===== src/resq_consts.svh =====
// constants for the rail enable sequencer: offsets, fields, reset values, timing
// assumes a 50 MHz clock and a plain byte-wide register port
`ifndef RESQ_CONSTS_SVH
`define RESQ_CONSTS_SVH

// ------------------------------------------------------------
// register offsets
// ------------------------------------------------------------
`define RESQ_OFS_R3_MASK_A 8'h0a
`define RESQ_OFS_R3_SRC_MASK_B 8'h0e
`define RESQ_OFS_R3_DELAYS 8'h0f
`define RESQ_OFS_R4_MASK_A 8'h10
`define RESQ_OFS_STATUS 8'h20

// ------------------------------------------------------------
// field positions
// ------------------------------------------------------------
`define RESQ_SRC_LSB 2
`define RESQ_SRC_MSB 4
`define RESQ_RISE_LSB 0
`define RESQ_RISE_MSB 2
`define RESQ_FALL_LSB 3
`define RESQ_FALL_MSB 5
`define RESQ_MASKB_LOAD_SWITCH_B1 0
`define RESQ_MASKB_SWB2 1

// ------------------------------------------------------------
// reset values (one-time-programmable defaults)
// ------------------------------------------------------------
`define RESQ_RST_MASK_A 8'h00
`define RESQ_RST_SRC_MASK_B 8'h00
`define RESQ_RST_DELAYS 8'h00
`define RESQ_RST_R4_MASK_A 8'h00

// ------------------------------------------------------------
// timing
// ------------------------------------------------------------
`define RESQ_CLK_HZ 50000000
`define RESQ_UNIT_MS 2
`define RESQ_UNIT_CYC ((`RESQ_CLK_HZ / 1000) * `RESQ_UNIT_MS)

`endif


===== src/resq_pkg.sv =====
// types for the rail enable sequencer
// assumes resq_consts.svh holds all numbers
package resq_pkg;

   typedef enum logic [2:0] {
      RESQ_SRC_CONTROL_INPUT_1 = 3'b000,
      RESQ_SRC_CONTROL_INPUT_2 = 3'b001,
      RESQ_SRC_CONTROL_INPUT_5 = 3'b010,
      RESQ_SRC_CONTROL_INPUT_4 = 3'b011,
      RESQ_SRC_CONTROL_INPUT_3 = 3'b100,
      RESQ_SRC_CTL34 = 3'b101,
      RESQ_SRC_CONTROL_INPUT_6 = 3'b110,
      RESQ_SRC_ON = 3'b111
   } resq_src_t;

   typedef enum logic [1:0] {
      RESQ_ST_OFF = 2'b00,
      RESQ_ST_RISE = 2'b01,
      RESQ_ST_ON = 2'b10,
      RESQ_ST_FALL = 2'b11
   } resq_state_t;

   // power-good inputs of the other rails
   typedef struct packed {
      logic linear_regulator_3;
      logic linear_regulator_2;
      logic load_switch_a1;
      logic switching_rail_6;
      logic switching_rail_5;
      logic switching_rail_4;
      logic switching_rail_2;
      logic switching_rail_1;
   } resq_good_a_t;

   typedef struct packed {
      logic load_switch_b2_linear1;
      logic load_switch_b1;
   } resq_good_b_t;

   typedef struct packed {
      logic control_input_6;
      logic control_input_5;
      logic control_input_4;
      logic control_input_3;
      logic control_input_2;
      logic control_input_1;
   } resq_ctl_t;

endpackage


===== src/resq_rail_enable_sequencer.sv =====
// enable sequencer for the third switching rail, with its register port
// assumes pins are asynchronous to clock and software uses the plain register port
// How it works
// each bit of the rail's first mask register drops one other rail's power-good from the enable when set.
// bit 0 of the second register drops the first load switch's power-good when set.
// bit 1 of the second register drops the second load switch plus linear 1 power-good when set.
// the three-bit source field picks control input 1, 2, 5, 4, 3, 3 and 4 together, or 6.
// source code 111 feeds a constant one so the rail enables with no pin.
// the rising edge of the enable is acted on after none, 2, 4, 8, 16, 24, 32 or 64 ms.
// the falling edge is delayed with the same code-to-delay mapping.
// the enable is source AND every unmasked power-good, each edge timed by a counter.
`timescale 1ns/1ps
`include "resq_consts.svh"

module resq_rail_enable_sequencer
   import resq_pkg::*;
#(
   parameter int unsigned UNIT_CYC = `RESQ_UNIT_CYC
) (
   input wire logic clock,
   input wire logic rst,
   input wire logic [7:0] reg_addr,
   input wire logic [7:0] reg_wdata,
   input wire logic reg_wr,
   input wire logic reg_rd,
   output logic [7:0] reg_rdata,
   input wire resq_ctl_t ctl_in,
   input wire resq_good_a_t good_a_in,
   input wire resq_good_b_t good_b_in,
   output logic rail3_enable
);

   // ------------------------------------------------------------
   // delay code to 2 ms units
   // ------------------------------------------------------------
   function automatic logic [5:0] resq_units(input logic [2:0] code);
      case (code)
         3'h0: resq_units = 6'h00;
         3'h1: resq_units = 6'h01;
         3'h2: resq_units = 6'h02;
         3'h3: resq_units = 6'h04;
         3'h4: resq_units = 6'h08;
         3'h5: resq_units = 6'h0c;
         3'h6: resq_units = 6'h10;
         default: resq_units = 6'h20;
      endcase
   endfunction

   // ------------------------------------------------------------
   // input synchronisers
   // ------------------------------------------------------------
   logic [15:0] sync1_q, sync2_q, sync1_d;
   resq_ctl_t ctl_s;
   resq_good_a_t good_a_s;
   resq_good_b_t good_b_s;

   always_comb begin
      sync1_d = {ctl_in, good_a_in, good_b_in};
   end

   always_ff @(posedge clock or posedge rst) begin
      if (rst) begin
         sync1_q <= 16'h0000;
         sync2_q <= 16'h0000;
      end else begin
         sync1_q <= sync1_d;
         sync2_q <= sync1_q;
      end
   end

   assign {ctl_s, good_a_s, good_b_s} = sync2_q;

   // ------------------------------------------------------------
   // registers
   // ------------------------------------------------------------
   logic [7:0] mask_a_q, mask_a_d;
   logic [7:0] src_b_q, src_b_d;
   logic [7:0] dly_q, dly_d;
   logic [7:0] r4_mask_q, r4_mask_d;
   logic [7:0] rdata_q, rdata_d;
   resq_state_t state_q, state_d;
   logic [5:0] units_q, units_d;
   logic [31:0] tick_q, tick_d;
   logic req;

   always_comb begin
      mask_a_d = mask_a_q;
      src_b_d = src_b_q;
      dly_d = dly_q;
      r4_mask_d = r4_mask_q;
      rdata_d = 8'h00;
      if (reg_wr) begin
         case (reg_addr)
            `RESQ_OFS_R3_MASK_A: mask_a_d = reg_wdata;
            `RESQ_OFS_R3_SRC_MASK_B: src_b_d = reg_wdata;
            `RESQ_OFS_R3_DELAYS: dly_d = reg_wdata;
            `RESQ_OFS_R4_MASK_A: r4_mask_d = reg_wdata;
            default: ;
         endcase
      end
      if (reg_rd) begin
         case (reg_addr)
            `RESQ_OFS_R3_MASK_A: rdata_d = mask_a_q;
            `RESQ_OFS_R3_SRC_MASK_B: rdata_d = src_b_q;
            `RESQ_OFS_R3_DELAYS: rdata_d = dly_q;
            `RESQ_OFS_R4_MASK_A: rdata_d = r4_mask_q;
            `RESQ_OFS_STATUS: rdata_d = {5'h00, req, state_q};
            default: rdata_d = 8'h00;
         endcase
      end
   end

   always_ff @(posedge clock or posedge rst) begin
      if (rst) begin
         mask_a_q <= `RESQ_RST_MASK_A;
         src_b_q <= `RESQ_RST_SRC_MASK_B;
         dly_q <= `RESQ_RST_DELAYS;
         r4_mask_q <= `RESQ_RST_R4_MASK_A;
         rdata_q <= 8'h00;
      end else begin
         mask_a_q <= mask_a_d;
         src_b_q <= src_b_d;
         dly_q <= dly_d;
         r4_mask_q <= r4_mask_d;
         rdata_q <= rdata_d;
      end
   end

   assign reg_rdata = rdata_q;

   // ------------------------------------------------------------
   // enable condition
   // ------------------------------------------------------------
   logic src_sel;
   logic goods_ok;
   resq_src_t src;

   always_comb begin
      src = resq_src_t'(src_b_q[`RESQ_SRC_MSB:`RESQ_SRC_LSB]);
      case (src)
         RESQ_SRC_CONTROL_INPUT_1: src_sel = ctl_s.control_input_1;
         RESQ_SRC_CONTROL_INPUT_2: src_sel = ctl_s.control_input_2;
         RESQ_SRC_CONTROL_INPUT_5: src_sel = ctl_s.control_input_5;
         RESQ_SRC_CONTROL_INPUT_4: src_sel = ctl_s.control_input_4;
         RESQ_SRC_CONTROL_INPUT_3: src_sel = ctl_s.control_input_3;
         RESQ_SRC_CTL34: src_sel = ctl_s.control_input_3 & ctl_s.control_input_4;
         RESQ_SRC_CONTROL_INPUT_6: src_sel = ctl_s.control_input_6;
         RESQ_SRC_ON: src_sel = 1'b1;
         default: src_sel = 1'b0;
      endcase
      goods_ok = &(good_a_s | mask_a_q);
      goods_ok = goods_ok & (good_b_s.load_switch_b1 | src_b_q[`RESQ_MASKB_LOAD_SWITCH_B1]);
      goods_ok = goods_ok & (good_b_s.load_switch_b2_linear1 | src_b_q[`RESQ_MASKB_SWB2]);
      req = src_sel & goods_ok;
   end

   // ------------------------------------------------------------
   // edge delay state machine
   // ------------------------------------------------------------
   // an edge that reverses mid-delay cancels the wait, so short glitches never reach the rail
   always_comb begin
      state_d = state_q;
      units_d = units_q;
      tick_d = tick_q;
      case (state_q)
         RESQ_ST_OFF: begin
            if (req) begin
               units_d = resq_units(dly_q[`RESQ_RISE_MSB:`RESQ_RISE_LSB]);
               tick_d = 32'h0;
               state_d = RESQ_ST_RISE;
            end
         end
         RESQ_ST_RISE: begin
            if (!req) begin
               state_d = RESQ_ST_OFF;
            end else if (units_q == 6'h00) begin
               state_d = RESQ_ST_ON;
            end else if (tick_q == UNIT_CYC - 1) begin
               tick_d = 32'h0;
               units_d = units_q - 6'h01;
            end else begin
               tick_d = tick_q + 32'h1;
            end
         end
         RESQ_ST_ON: begin
            if (!req) begin
               units_d = resq_units(dly_q[`RESQ_FALL_MSB:`RESQ_FALL_LSB]);
               tick_d = 32'h0;
               state_d = RESQ_ST_FALL;
            end
         end
         RESQ_ST_FALL: begin
            if (req) begin
               state_d = RESQ_ST_ON;
            end else if (units_q == 6'h00) begin
               state_d = RESQ_ST_OFF;
            end else if (tick_q == UNIT_CYC - 1) begin
               tick_d = 32'h0;
               units_d = units_q - 6'h01;
            end else begin
               tick_d = tick_q + 32'h1;
            end
         end
         default: state_d = RESQ_ST_OFF;
      endcase
   end

   always_ff @(posedge clock or posedge rst) begin
      if (rst) begin
         state_q <= RESQ_ST_OFF;
         units_q <= 6'h00;
         tick_q <= 32'h0;
      end else begin
         state_q <= state_d;
         units_q <= units_d;
         tick_q <= tick_d;
      end
   end

   assign rail3_enable = (state_q == RESQ_ST_ON) || (state_q == RESQ_ST_FALL);

endmodule // resq_rail_enable_sequencer


===== config.mk =====
export PLATFORM = sky130hd
export DESIGN_NAME = resq_rail_enable_sequencer
export DESIGN_NICKNAME = d
export VERILOG_FILES = /design/src/resq_pkg.sv /design/src/resq_rail_enable_sequencer.sv
export VERILOG_INCLUDE_DIRS = /design/src
export SDC_FILE = /design/constraint.sdc
export NUM_CORES = 1
export LEC_CHECK = 0
export BUFFER_PORTS_ARGS = -buffer_cell sky130_fd_sc_hd__buf_2
export CAP_MARGIN = 10
export CORE_UTILIZATION = 53
export CTS_CLUSTER_SIZE = 10
export DETAILED_ROUTE_END_ITERATION = 8
export GPL_ROUTABILITY_DRIVEN = 0
export HOLD_SLACK_MARGIN = 0.03
export PLACE_DENSITY_LB_ADDON = 0.2
export SLEW_MARGIN = 20
export SYNTH_ARGS = -nofsm -noshare
export SYNTH_HDL_FRONTEND = slang
export SYNTH_SLANG_ARGS = --single-unit

===== constraint.sdc =====
create_clock -name clock -period 3.17 [get_ports clock]
set_input_delay 0.1585 -clock clock [delete_from_list [all_inputs] [get_ports clock]]
set_output_delay 0.1585 -clock clock [all_outputs]
set_load 0.05 [all_outputs]

==> flow_summary.json, run 1 <==
{
  "crit_type": "register to register",
  "crit_fanout": 13,
  "cts_max_path_buffers": 2,
  "holdPathStages": 2,
  "p_per_area_nw_per_um2": 434,
  "grt_setup_unrepaired": "false",
  "cp.arrival_ps": 3110,
  "path_cells": "ha_1, and4_1, nand2_1, or4_1, nand2_1, buf_4, a31oi_1, o21ai_0, o41ai_2",
  "vdd.ir_drop.worst_mv": 0.317,
  "hpwl_mm": 7.72,
  "status": "finished, final reports clean",
  "dr_wl_met3_um": 546,
  "clkSinkCount": 112,
  "maxSlewHeadroom_pct": 42.0,
  "worst_pin_slew_ps": 870,
  "drv_slew": 0,
  "setup_violations": 0,
  "critPathCapture": "tick_q[22]",
  "grt_max_degree": 74,
  "clk_transition_reported_paths_ps": 120,
  "rrSetupSlack_ps": 330,
  "synth_edf_count": 0,
  "max_cap_violations": 0,
  "die_x_um": 99.5,
  "ys_warn_count": 0,
  "fin_cells": 667,
  "avgSynthCellArea_um2": 10.8,
  "regToRegEndpoint": "tick_q[22]",
  "fin_nets": 571,
  "area_delta_synth_final_pct": 15.4,
  "crit_required_ps": 3440,
  "clock_skew_ps": 11.7,
  "regArea_um2": 2800,
  "drtAntennaViolNets": 0,
  "yosys.area.top_type": "dfrtp_1",
  "hold_class": "input pin to register",
  "antenna_found_initial": 0,
  "crit_path_start": "tick_q[0]",
  "synth_area_um2": 5040,
  "async_flop_share_pct": 100,
  "drc": 0,
  "end_kind": "register",
  "gr-total-overflow": 0,
  "n_antenna_cell": 0,
  "cts_buffers": 9,
  "grt_pass1_vias": 3736,
  "drive_gt1_share_pct": 21.9,
  "drt_iter0_drc": 302,
  "fmax_ghz": 0.351,
  "finalSetupTns_ps": 0,
  "yosysUniqueCellTypes": 52,
  "grtUsageTotal_pct": 24.2,
  "power.total_w": 0.00253,
  "routed_wl_mm": 11.2,
  "finalCriticalPeriod_ps": 2840,
  "worstReg2RegStart": "tick_q[0]",
  "reg2regPathDepth": 9,
  "clk_latency_ps": 380,
  "cts_resized": 0,
  "post-route-period-util_pct": 89.7,
  "top_layer_used": "met4",
  "synth_top_area_share_pct": 55.6,
  "vias_per_cell": 5.95,
  "cts_tree": "yes",
  "drt-met1-wl_mm": 5.19,
  "die_h_um": 99.5,
  "num_rows": 35,
  "critPathBufInv": 1,
  "fillers": 749,
  "critical_path.top_delay_family": "simple AND/OR/NAND/NOR gates",
  "wl_per_cell_um": 16.7,
  "coreArea_um2": 9240,
  "cpPeakStageDelay_ps": 710,
  "yosys-top-cells-area": "dfrtp_1, mux2_2, o21ai_0, nand2_1, o31ai_1",
  "cp_slowest_cell": "or4_1",
  "io_buffers": 44,
  "worstSetupPathDepth": 9,
  "place_area_um2": 5420,
  "synth_nets": 505,
  "mostFrequentLayoutCells": "dfrtp_1, nand2_1, buf_2, o21ai_0, mux2_2",
  "place_inst": 634,
  "grt_first_pass_wirelength_mm": 18.7,
  "wl_met2_mm": 5.29,
  "ys_ff_latch": 112,
  "final_cell_area_um2": 5810,
  "ios": 45,
  "drtPass1Iterations": 5,
  "synthCells": 467,
  "cts_setup_buffers": 0,
  "multiInputGateArea_um2": 2080,
  "layout_commonest_cell": "dfrtp_1",
  "yosysSeqAreaShare_pct": 55.6,
  "leakage_nw": 2.59,
  "cts-root-buf": "clkbuf_8",
  "vias": 3967,
  "synth-main-ff-cell": "dfrtp_1",
  "cp_common_cell": "nand2_1",
  "cp-start-kind": "register",
  "initial_core_util_pct": 54.5,
  "htreeDepth": 3,
  "hold_viol": 0,
  "die_area_um2": 9900,
  "hold_slack_ps": 49.5
}
-- cell type report --
class	count	area share [%]
Clock buffer	9	2.13
Clock inverter	7	1.70
Inverter	14	0.947
Multi-Input combinational cell	322	35.9
Sequential cell	112	48.2
Tap cell	129	2.78
Timing Repair Buffer	74	8.39
-- cell usage after synthesis, types with 3 or more instances --
cell and instances:
a21oi_1 18, a22oi_1 9, a31oi_1 10, and3_1 11, buf_2 3, buf_6 3, clkbuf_1 11, dfrtp_1 112
inv_1 14, mux2_2 33, mux2i_1 4, nand2_1 50, nand2b_1 7, nand3_1 13, nand4_1 8, nor2_1 25
nor3_1 12, nor3_2 3, nor4_1 9, o21ai_0 38, o22ai_1 5, o31ai_1 19, o41ai_2 3, or3_1 5
or4_1 7, xnor2_1 3
-- worst min-delay path by stage --
stage	start	end	slack, ps
global placement	good_a_in[3]	sync1_q[5]	270
detailed placement	ctl_in[0]	sync1_q[10]	270
global route	reg_wdata[7]	r4_mask_q[7]	50
CTS	reg_wdata[7]	r4_mask_q[7]	40
floorplan	good_b_in[0]	sync1_q[0]	190
finish	reg_wdata[7]	r4_mask_q[7]	50
-- metrics by stage --
| step | worst slack (ps) | utilization, % |
|---|---|---|
| after detailed placement | 355 | 58.7 |
| after floorplan | 52.5 | - |
| after CTS | 348 | 62.9 |
| final | 325 | 62.9 |
| after global placement | 448 | 58.7 |
| after global routing | 155 | 62.9 |
-- state kept, by name (all words and copies together) (netlist names), named ones only --
name       flops
reg_rdata      8
units_q        6
r4_mask_q      8
sync2_q       16
tick_q        32
src_b_q        8
mask_a_q       8
sync1_q       16
dly_q          8
state_q        1
-- cell families after synthesis --
group                    after synthesis  synth area share (%)
multiplexers                          38                  8.61
XOR/XNOR                               4                 0.695
buffers and inverters                 33                  3.03
flip-flops                           112                  55.6
adder cells (fa/ha/maj)                2                 0.496
AO/OA/AOI/OAI                        118                  15.3
AND/OR/NAND/NOR                      160                  16.3
-- timing repair --
| action | in CTS | in global routing |
|---|---|---|
| setup endpoints to repair | 0 | 0 |
| hold buffers | 17 | 0 |
| endpoints found under the hold margin | 87 | 0 |
-- power by group --
group | leakage, nW | switching (W) | total, W | internal, W
clock | 0.109 | 0.000576 | 0.000913 | 0.000337
sequential | 1.48 | 0.0000261 | 0.00149 | 0.00147
combinational | 0.991 | 0.0000605 | 0.000118 | 0.0000571
-- routing by layer --
metal,vias up,track usage [%]
li1,1846,-
met1,1980,34.8
met2,126,38.8
met3,15,4.22
met4,0,5.88
met5,-,0
No activity file was read; power rests on OpenSTA's default activity.
==> run 2, diff against run 1 <==
Clock period 3.17 ns to 2.3 ns, I/O delays scaled along.
==> run 2 against run 1 <==
  * Sequential cell count unchanged
  * Sequential power up 38%
  * Final area up 8.4%
  * Register-to-register slack worse by 280 ps
  * Count of clock-buffer cells in the layout unchanged
  * Fmax up 26%
  * Global-route usage up 1.5 points
  * Largest cell class unchanged
==> flow_summary.json, run 2 (synthesized netlist as in run 1, its figures left out) <==
{
  "maxSlewHeadroom_pct": 49.9,
  "end_kind": "register",
  "power.total_w": 0.00346,
  "mostFrequentLayoutCells": "dfrtp_1, nand2_1, buf_2, buf_4, o21ai_0",
  "layout_commonest_cell": "dfrtp_1",
  "gr-total-overflow": 0,
  "cts_buffers": 9,
  "cp_slowest_cell": "or4_4",
  "drtPass1Iterations": 4,
  "hold_start": "reg_rd",
  "crit_fanout": 6,
  "die_h_um": 99.5,
  "hpwl_mm": 8.19,
  "crit_required_ps": 2620,
  "clk_transition_reported_paths_ps": 130,
  "drt_iter0_drc": 230,
  "drc": 0,
  "hold_class": "input pin to register",
  "worstReg2RegStart": "src_b_q[2]",
  "p_sw_share_pct": 25.8,
  "top_register": "tick_q",
  "path_cells": "mux2i_1, or3_1, o221ai_1, and3_4, buf_4, xnor2_1, or4_4, a21oi_2",
  "rrSetupSlack_ps": 50,
  "die_area_um2": 9900,
  "largest_register_ffs": 32,
  "hold_viol": 0,
  "clock_skew_ps": 17.2,
  "vias": 4198,
  "cts_max_path_buffers": 2,
  "setup_violations": 0,
  "p_per_area_nw_per_um2": 549,
  "drv_slew": 0,
  "cpPeakStageDelay_ps": 540,
  "vias_per_cell": 5.91,
  "ios": 45,
  "drive_gt1_share_pct": 30.3,
  "drtAntennaViolNets": 0,
  "clkSinkCount": 112,
  "grtUsageTotal_pct": 25.7,
  "worst_slack_ps": 45.5,
  "clk_latency_ps": 390,
  "reg2regPathDepth": 8,
  "antenna_found_initial": 0,
  "grt_setup_unrepaired": "true",
  "vdd.ir_drop.worst_mv": 0.393,
  "comb_power_share_pct": 5.3,
  "status": "finished, final reports clean",
  "dp_slack_ps": -43.2,
  "finalSetupTns_ps": 0,
  "io_buffers": 44,
  "cp.arrival_ps": 2580,
  "post-route-period-util_pct": 98.0,
  "p_clk_share_pct": 35.2,
  "finalCriticalPeriod_ps": 2250,
  "crit_type": "register to register",
  "fmax_ghz": 0.444,
  "seqPwrFrac_pct": 59.5,
  "fin_nets": 614,
  "holdPathStages": 3,
  "initial_core_util_pct": 54.5,
  "area_delta_synth_final_pct": 25.1,
  "hold_path_end": "reg_rdata[4]",
  "regToRegEndpoint": "tick_q[27]",
  "cts_tree": "yes",
  "worst_pin_slew_ps": 747,
  "num_rows": 35,
  "grt_max_degree": 51,
  "htreeDepth": 3,
  "routed_wl_mm": 12.3,
  "leakage_nw": 2.84,
  "grt_pass1_vias": 4056,
  "cts-root-buf": "clkbuf_8",
  "cp-start-kind": "register",
  "power.switching_w": 0.000892,
  "internal-power_w": 0.00257,
  "largestRegisters": "tick_q: 32 flops, sync1_q: 16 flops, sync2_q: 16 flops",
  "n_antenna_cell": 0,
  "die_x_um": 99.5,
  "wl_per_cell_um": 17.4,
  "grt_first_pass_wirelength_mm": 19.7,
  "max_cap_violations": 0,
  "coreArea_um2": 9240
}
==> run 2: per-layer routing <==
layer | global-route usage, % | routed length (um) | up-vias
met2 | 42.5 | 6220 | 139
met5 | 0 | 0 | -
met1 | 34.3 | 5360 | 2102
met3 | 5.13 | 542 | 23
met4 | 8.48 | 210 | 0
li1 | - | - | 1934
==> run 2: worst max-delay path by stage <==
| stage | to | slack, ps | startpoint |
|---|---|---|---|
| 2_1_floorplan | tick_q[8] | -30 | tick_q[0] |
| 3_3_place_gp | tick_q[31] | 30 | src_b_q[2] |
| 3_5_place_dp | tick_q[31] | -40 | src_b_q[2] |
| 4_1_cts | tick_q[31] | 2 | units_q[0] |
| 5_1_grt | tick_q[10] | -60 | tick_q[0] |
| 6_report | tick_q[27] | 50 | src_b_q[2] |
==> run 2: power by group through the flow <==
stage                     clock, W  combinational (W)  sequential, W
final                      0.00122           0.000184        0.00206
after global routing       0.00132           0.000205        0.00207
after CTS                  0.00125           0.000184        0.00206
after detailed placement         0           0.000151        0.00210
after global placement           0           0.000143        0.00209
after floorplan                  0          0.0000847        0.00208
==> run 2: cell type report <==
class | instances | area [um^2]
flip-flops and latches | 112 | 2810
multi-input cells | 323 | 2200
inverters | 14 | 56.3
repair buffers | 116 | 863
fillers | 708 | 2940
clock buffers | 9 | 124
clock inverters | 7 | 93.8
well taps | 129 | 161
==> run 2: stage by stage <==
stage,instance area [um^2],std cells,hold slack [ps],utilization [%]
6_report,6300,710,121,68.2
5_1_grt,6300,710,113,68.2
4_1_cts,6170,706,200,66.8
3_5_place_dp,5690,665,224,61.6
3_3_place_gp,5690,665,222,61.6
2_1_floorplan,5050,467,146,-
==> run 2: timing repair <==
item	4_1_cts	5_1_grt
hold endpoints to repair	72	0
resized for setup	6	26
cloned	0	1
setup buffers	0	3
endpoints found under the setup margin	9	36
pin swaps	0	4
hold buffers	25	0
==> run 2: worst max-delay path, delay by kind of cell, from the launching register on <==
family / cells / cell delay, ps
xor+xnor: 1 / 100
mux: 1 / 130
buf+inv: 1 / 150
compound gates: 2 / 230
flops: 1 / 470
simple gates: 3 / 1100
==> run 3, diff against run 2 <==
--- a/config.mk
+++ b/config.mk
@@ -10,2 +10,3 @@
 export CAP_MARGIN = 10
+export CORE_MARGIN = 2
 export CORE_UTILIZATION = 53
--- a/constraint.sdc
+++ b/constraint.sdc
@@ -3,2 +3,2 @@
 set_output_delay 0.115 -clock clock [all_outputs]
-set_load 0.05 [all_outputs]
+set_load 0.1 [all_outputs]
==> run 3 against run 2 <==
  * Critical path depth stayed put
  * Count of clock-buffer cells in the layout unchanged
  * Global-route usage shrank 1.6 points
  * Highest routed layer unchanged
  * Sequential share of layout area decreased by 0.34 points
==> flow_summary.json, run 3 (synthesized netlist as in run 1, its figures left out) <==
{
  "drive_gt1_share_pct": 29.6,
  "maxSlewHeadroom_pct": 50.3,
  "clk_transition_reported_paths_ps": 120,
  "fillers": 683,
  "internal-power_w": 0.00257,
  "ios": 45,
  "drt_iter0_drc": 246,
  "grt_first_pass_wirelength_mm": 19.3,
  "cts-root-buf": "clkbuf_8",
  "dr_wl_met3_um": 739,
  "grt_pass1_vias": 3957,
  "hpwl_mm": 8.00,
  "grt_setup_unrepaired": "true",
  "crit_fanout": 9,
  "largest_register_ffs": 32,
  "grt_max_degree": 113,
  "grtUsageTotal_pct": 24.1,
  "critical_path.top_delay_family": "simple AND/OR/NAND/NOR gates",
  "clk_latency_ps": 390,
  "routed_wl_mm": 12.0,
  "max_cap_violations": 0,
  "cts_tree": "yes",
  "power.switching_w": 0.000888,
  "p_per_area_nw_per_um2": 544,
  "cpPeakStageDelay_ps": 590,
  "comb_power_share_pct": 5.2,
  "status": "finished, final reports clean",
  "seqPwrFrac_pct": 59.6,
  "htreeDepth": 3,
  "coreArea_um2": 9240,
  "die_h_um": 102,
  "leakage_nw": 2.87,
  "worst_pin_slew_ps": 742,
  "cp_slowest_cell": "or4_4",
  "initial_core_util_pct": 54.5,
  "cts_max_path_buffers": 2,
  "path_cells": "nand2_1, or4_1, or4_4, nand2_4, buf_12, a31oi_1, o21ai_1, o41ai_2",
  "final_util_pct": 68.7,
  "setup_violations": 0,
  "top_layer_used": "met4",
  "hold_class": "input pin to register",
  "hold_slack_ps": 109,
  "num_rows": 35,
  "io_buffers": 44,
  "largestRegisters": "tick_q: 32 flops, sync1_q: 16 flops, sync2_q: 16 flops",
  "cts_buffers": 9,
  "place_inst": 666,
  "critPathBufInv": 1,
  "n_antenna_cell": 0,
  "antenna_found_initial": 0,
  "vias": 4203,
  "drc": 0,
  "vias_per_cell": 5.89,
  "clock_skew_ps": 15.5,
  "fmax_ghz": 0.441,
  "drv_slew": 0,
  "fin_cells": 713,
  "die_area_um2": 10300,
  "drtPass1Iterations": 5,
  "cp-start-kind": "register",
  "layout_commonest_cell": "dfrtp_1",
  "drtAntennaViolNets": 0,
  "top_register": "tick_q",
  "drt-met1-wl_mm": 5.35,
  "mostFrequentLayoutCells": "dfrtp_1, nand2_1, buf_2, buf_4, o21ai_0",
  "hold_viol": 0,
  "gr-total-overflow": 0,
  "place_area_um2": 5710,
  "crit_required_ps": 2560,
  "fin_nets": 617,
  "crit_type": "register to register",
  "p_clk_share_pct": 35.2,
  "p_sw_share_pct": 25.7,
  "finalSetupTns_ps": 0,
  "wl_met2_mm": 5.75,
  "vdd.ir_drop.worst_mv": 0.476,
  "cp.arrival_ps": 2530,
  "wl_per_cell_um": 16.9,
  "finalCriticalPeriod_ps": 2270,
  "area_delta_synth_final_pct": 26.0,
  "clkSinkCount": 112,
  "end_kind": "register",
  "final_cell_area_um2": 6350,
  "die_x_um": 102,
  "post-route-period-util_pct": 98.5
}
run 3: repair_timing:
| action | CTS | global route |
|---|---|---|
| cloned | 0 | 1 |
| resized for setup | 2 | 27 |
| hold endpoints to repair | 159 | 0 |
| setup endpoints to repair | 2 | 38 |
| hold buffers | 25 | 0 |
| setup buffers | 0 | 5 |
| pin swaps | 0 | 8 |
run 3: worst paths after layout:
path	startpoint	to	slack, ps	depth (start not counted)
max in group asynchronous	rst	src_b_q[2]	1400	4
setup reg to reg	tick_q[9]	tick_q[22]	30	8
min in group asynchronous	rst	tick_q[1]	410	4
setup / recovery	tick_q[9]	tick_q[22]	30	8
hold reg to reg	sync1_q[3]	sync2_q[3]	360	0
hold / removal	reg_rd	reg_rdata[1]	110	3
run 3: layout make-up:
type                       instances  area, um^2  area share, %
sequential                       112        2800           44.1
multi-input combinational        322        2170           34.2
timing repair buffer             120         936           14.7
tap                              129         161           2.54
clock buffer                       9         124           1.95
clock inverter                     7        96.3           1.52
inverter                          14        56.3          0.887
run 3: worst min-delay path: stages:
cell     delay, ps
buf_2          100
o31ai_2        180
a31oi_1         60
run 3: power by group through the flow:
stage,Sequential (W),Clock (W),Combinational [W]
after floorplan,0.00208,0,0.0000847
after global placement,0.00209,0,0.000140
after detailed placement,0.00210,0,0.000145
after CTS,0.00206,0.00125,0.000178
after global routing,0.00207,0.00133,0.000200
final,0.00206,0.00122,0.000178
run 3: metal layers:
| layer | global-route usage (%) | vias to the layer above |
|---|---|---|
| li1 | - | 1945 |
| met1 | 33.9 | 2069 |
| met2 | 37.1 | 168 |
| met3 | 5.11 | 21 |
| met4 | 8.73 | 0 |
| met5 | 0 | - |
run 3: per-stage QoR:
stage / total power (W) / worst slack (ps)
after floorplan: 0.00217 / -27.2
after global placement: 0.00223 / 71.4
after detailed placement: 0.00224 / 8.25
after CTS: 0.00348 / 6.26
after global routing: 0.00359 / -40.8
final: 0.00345 / 34.2
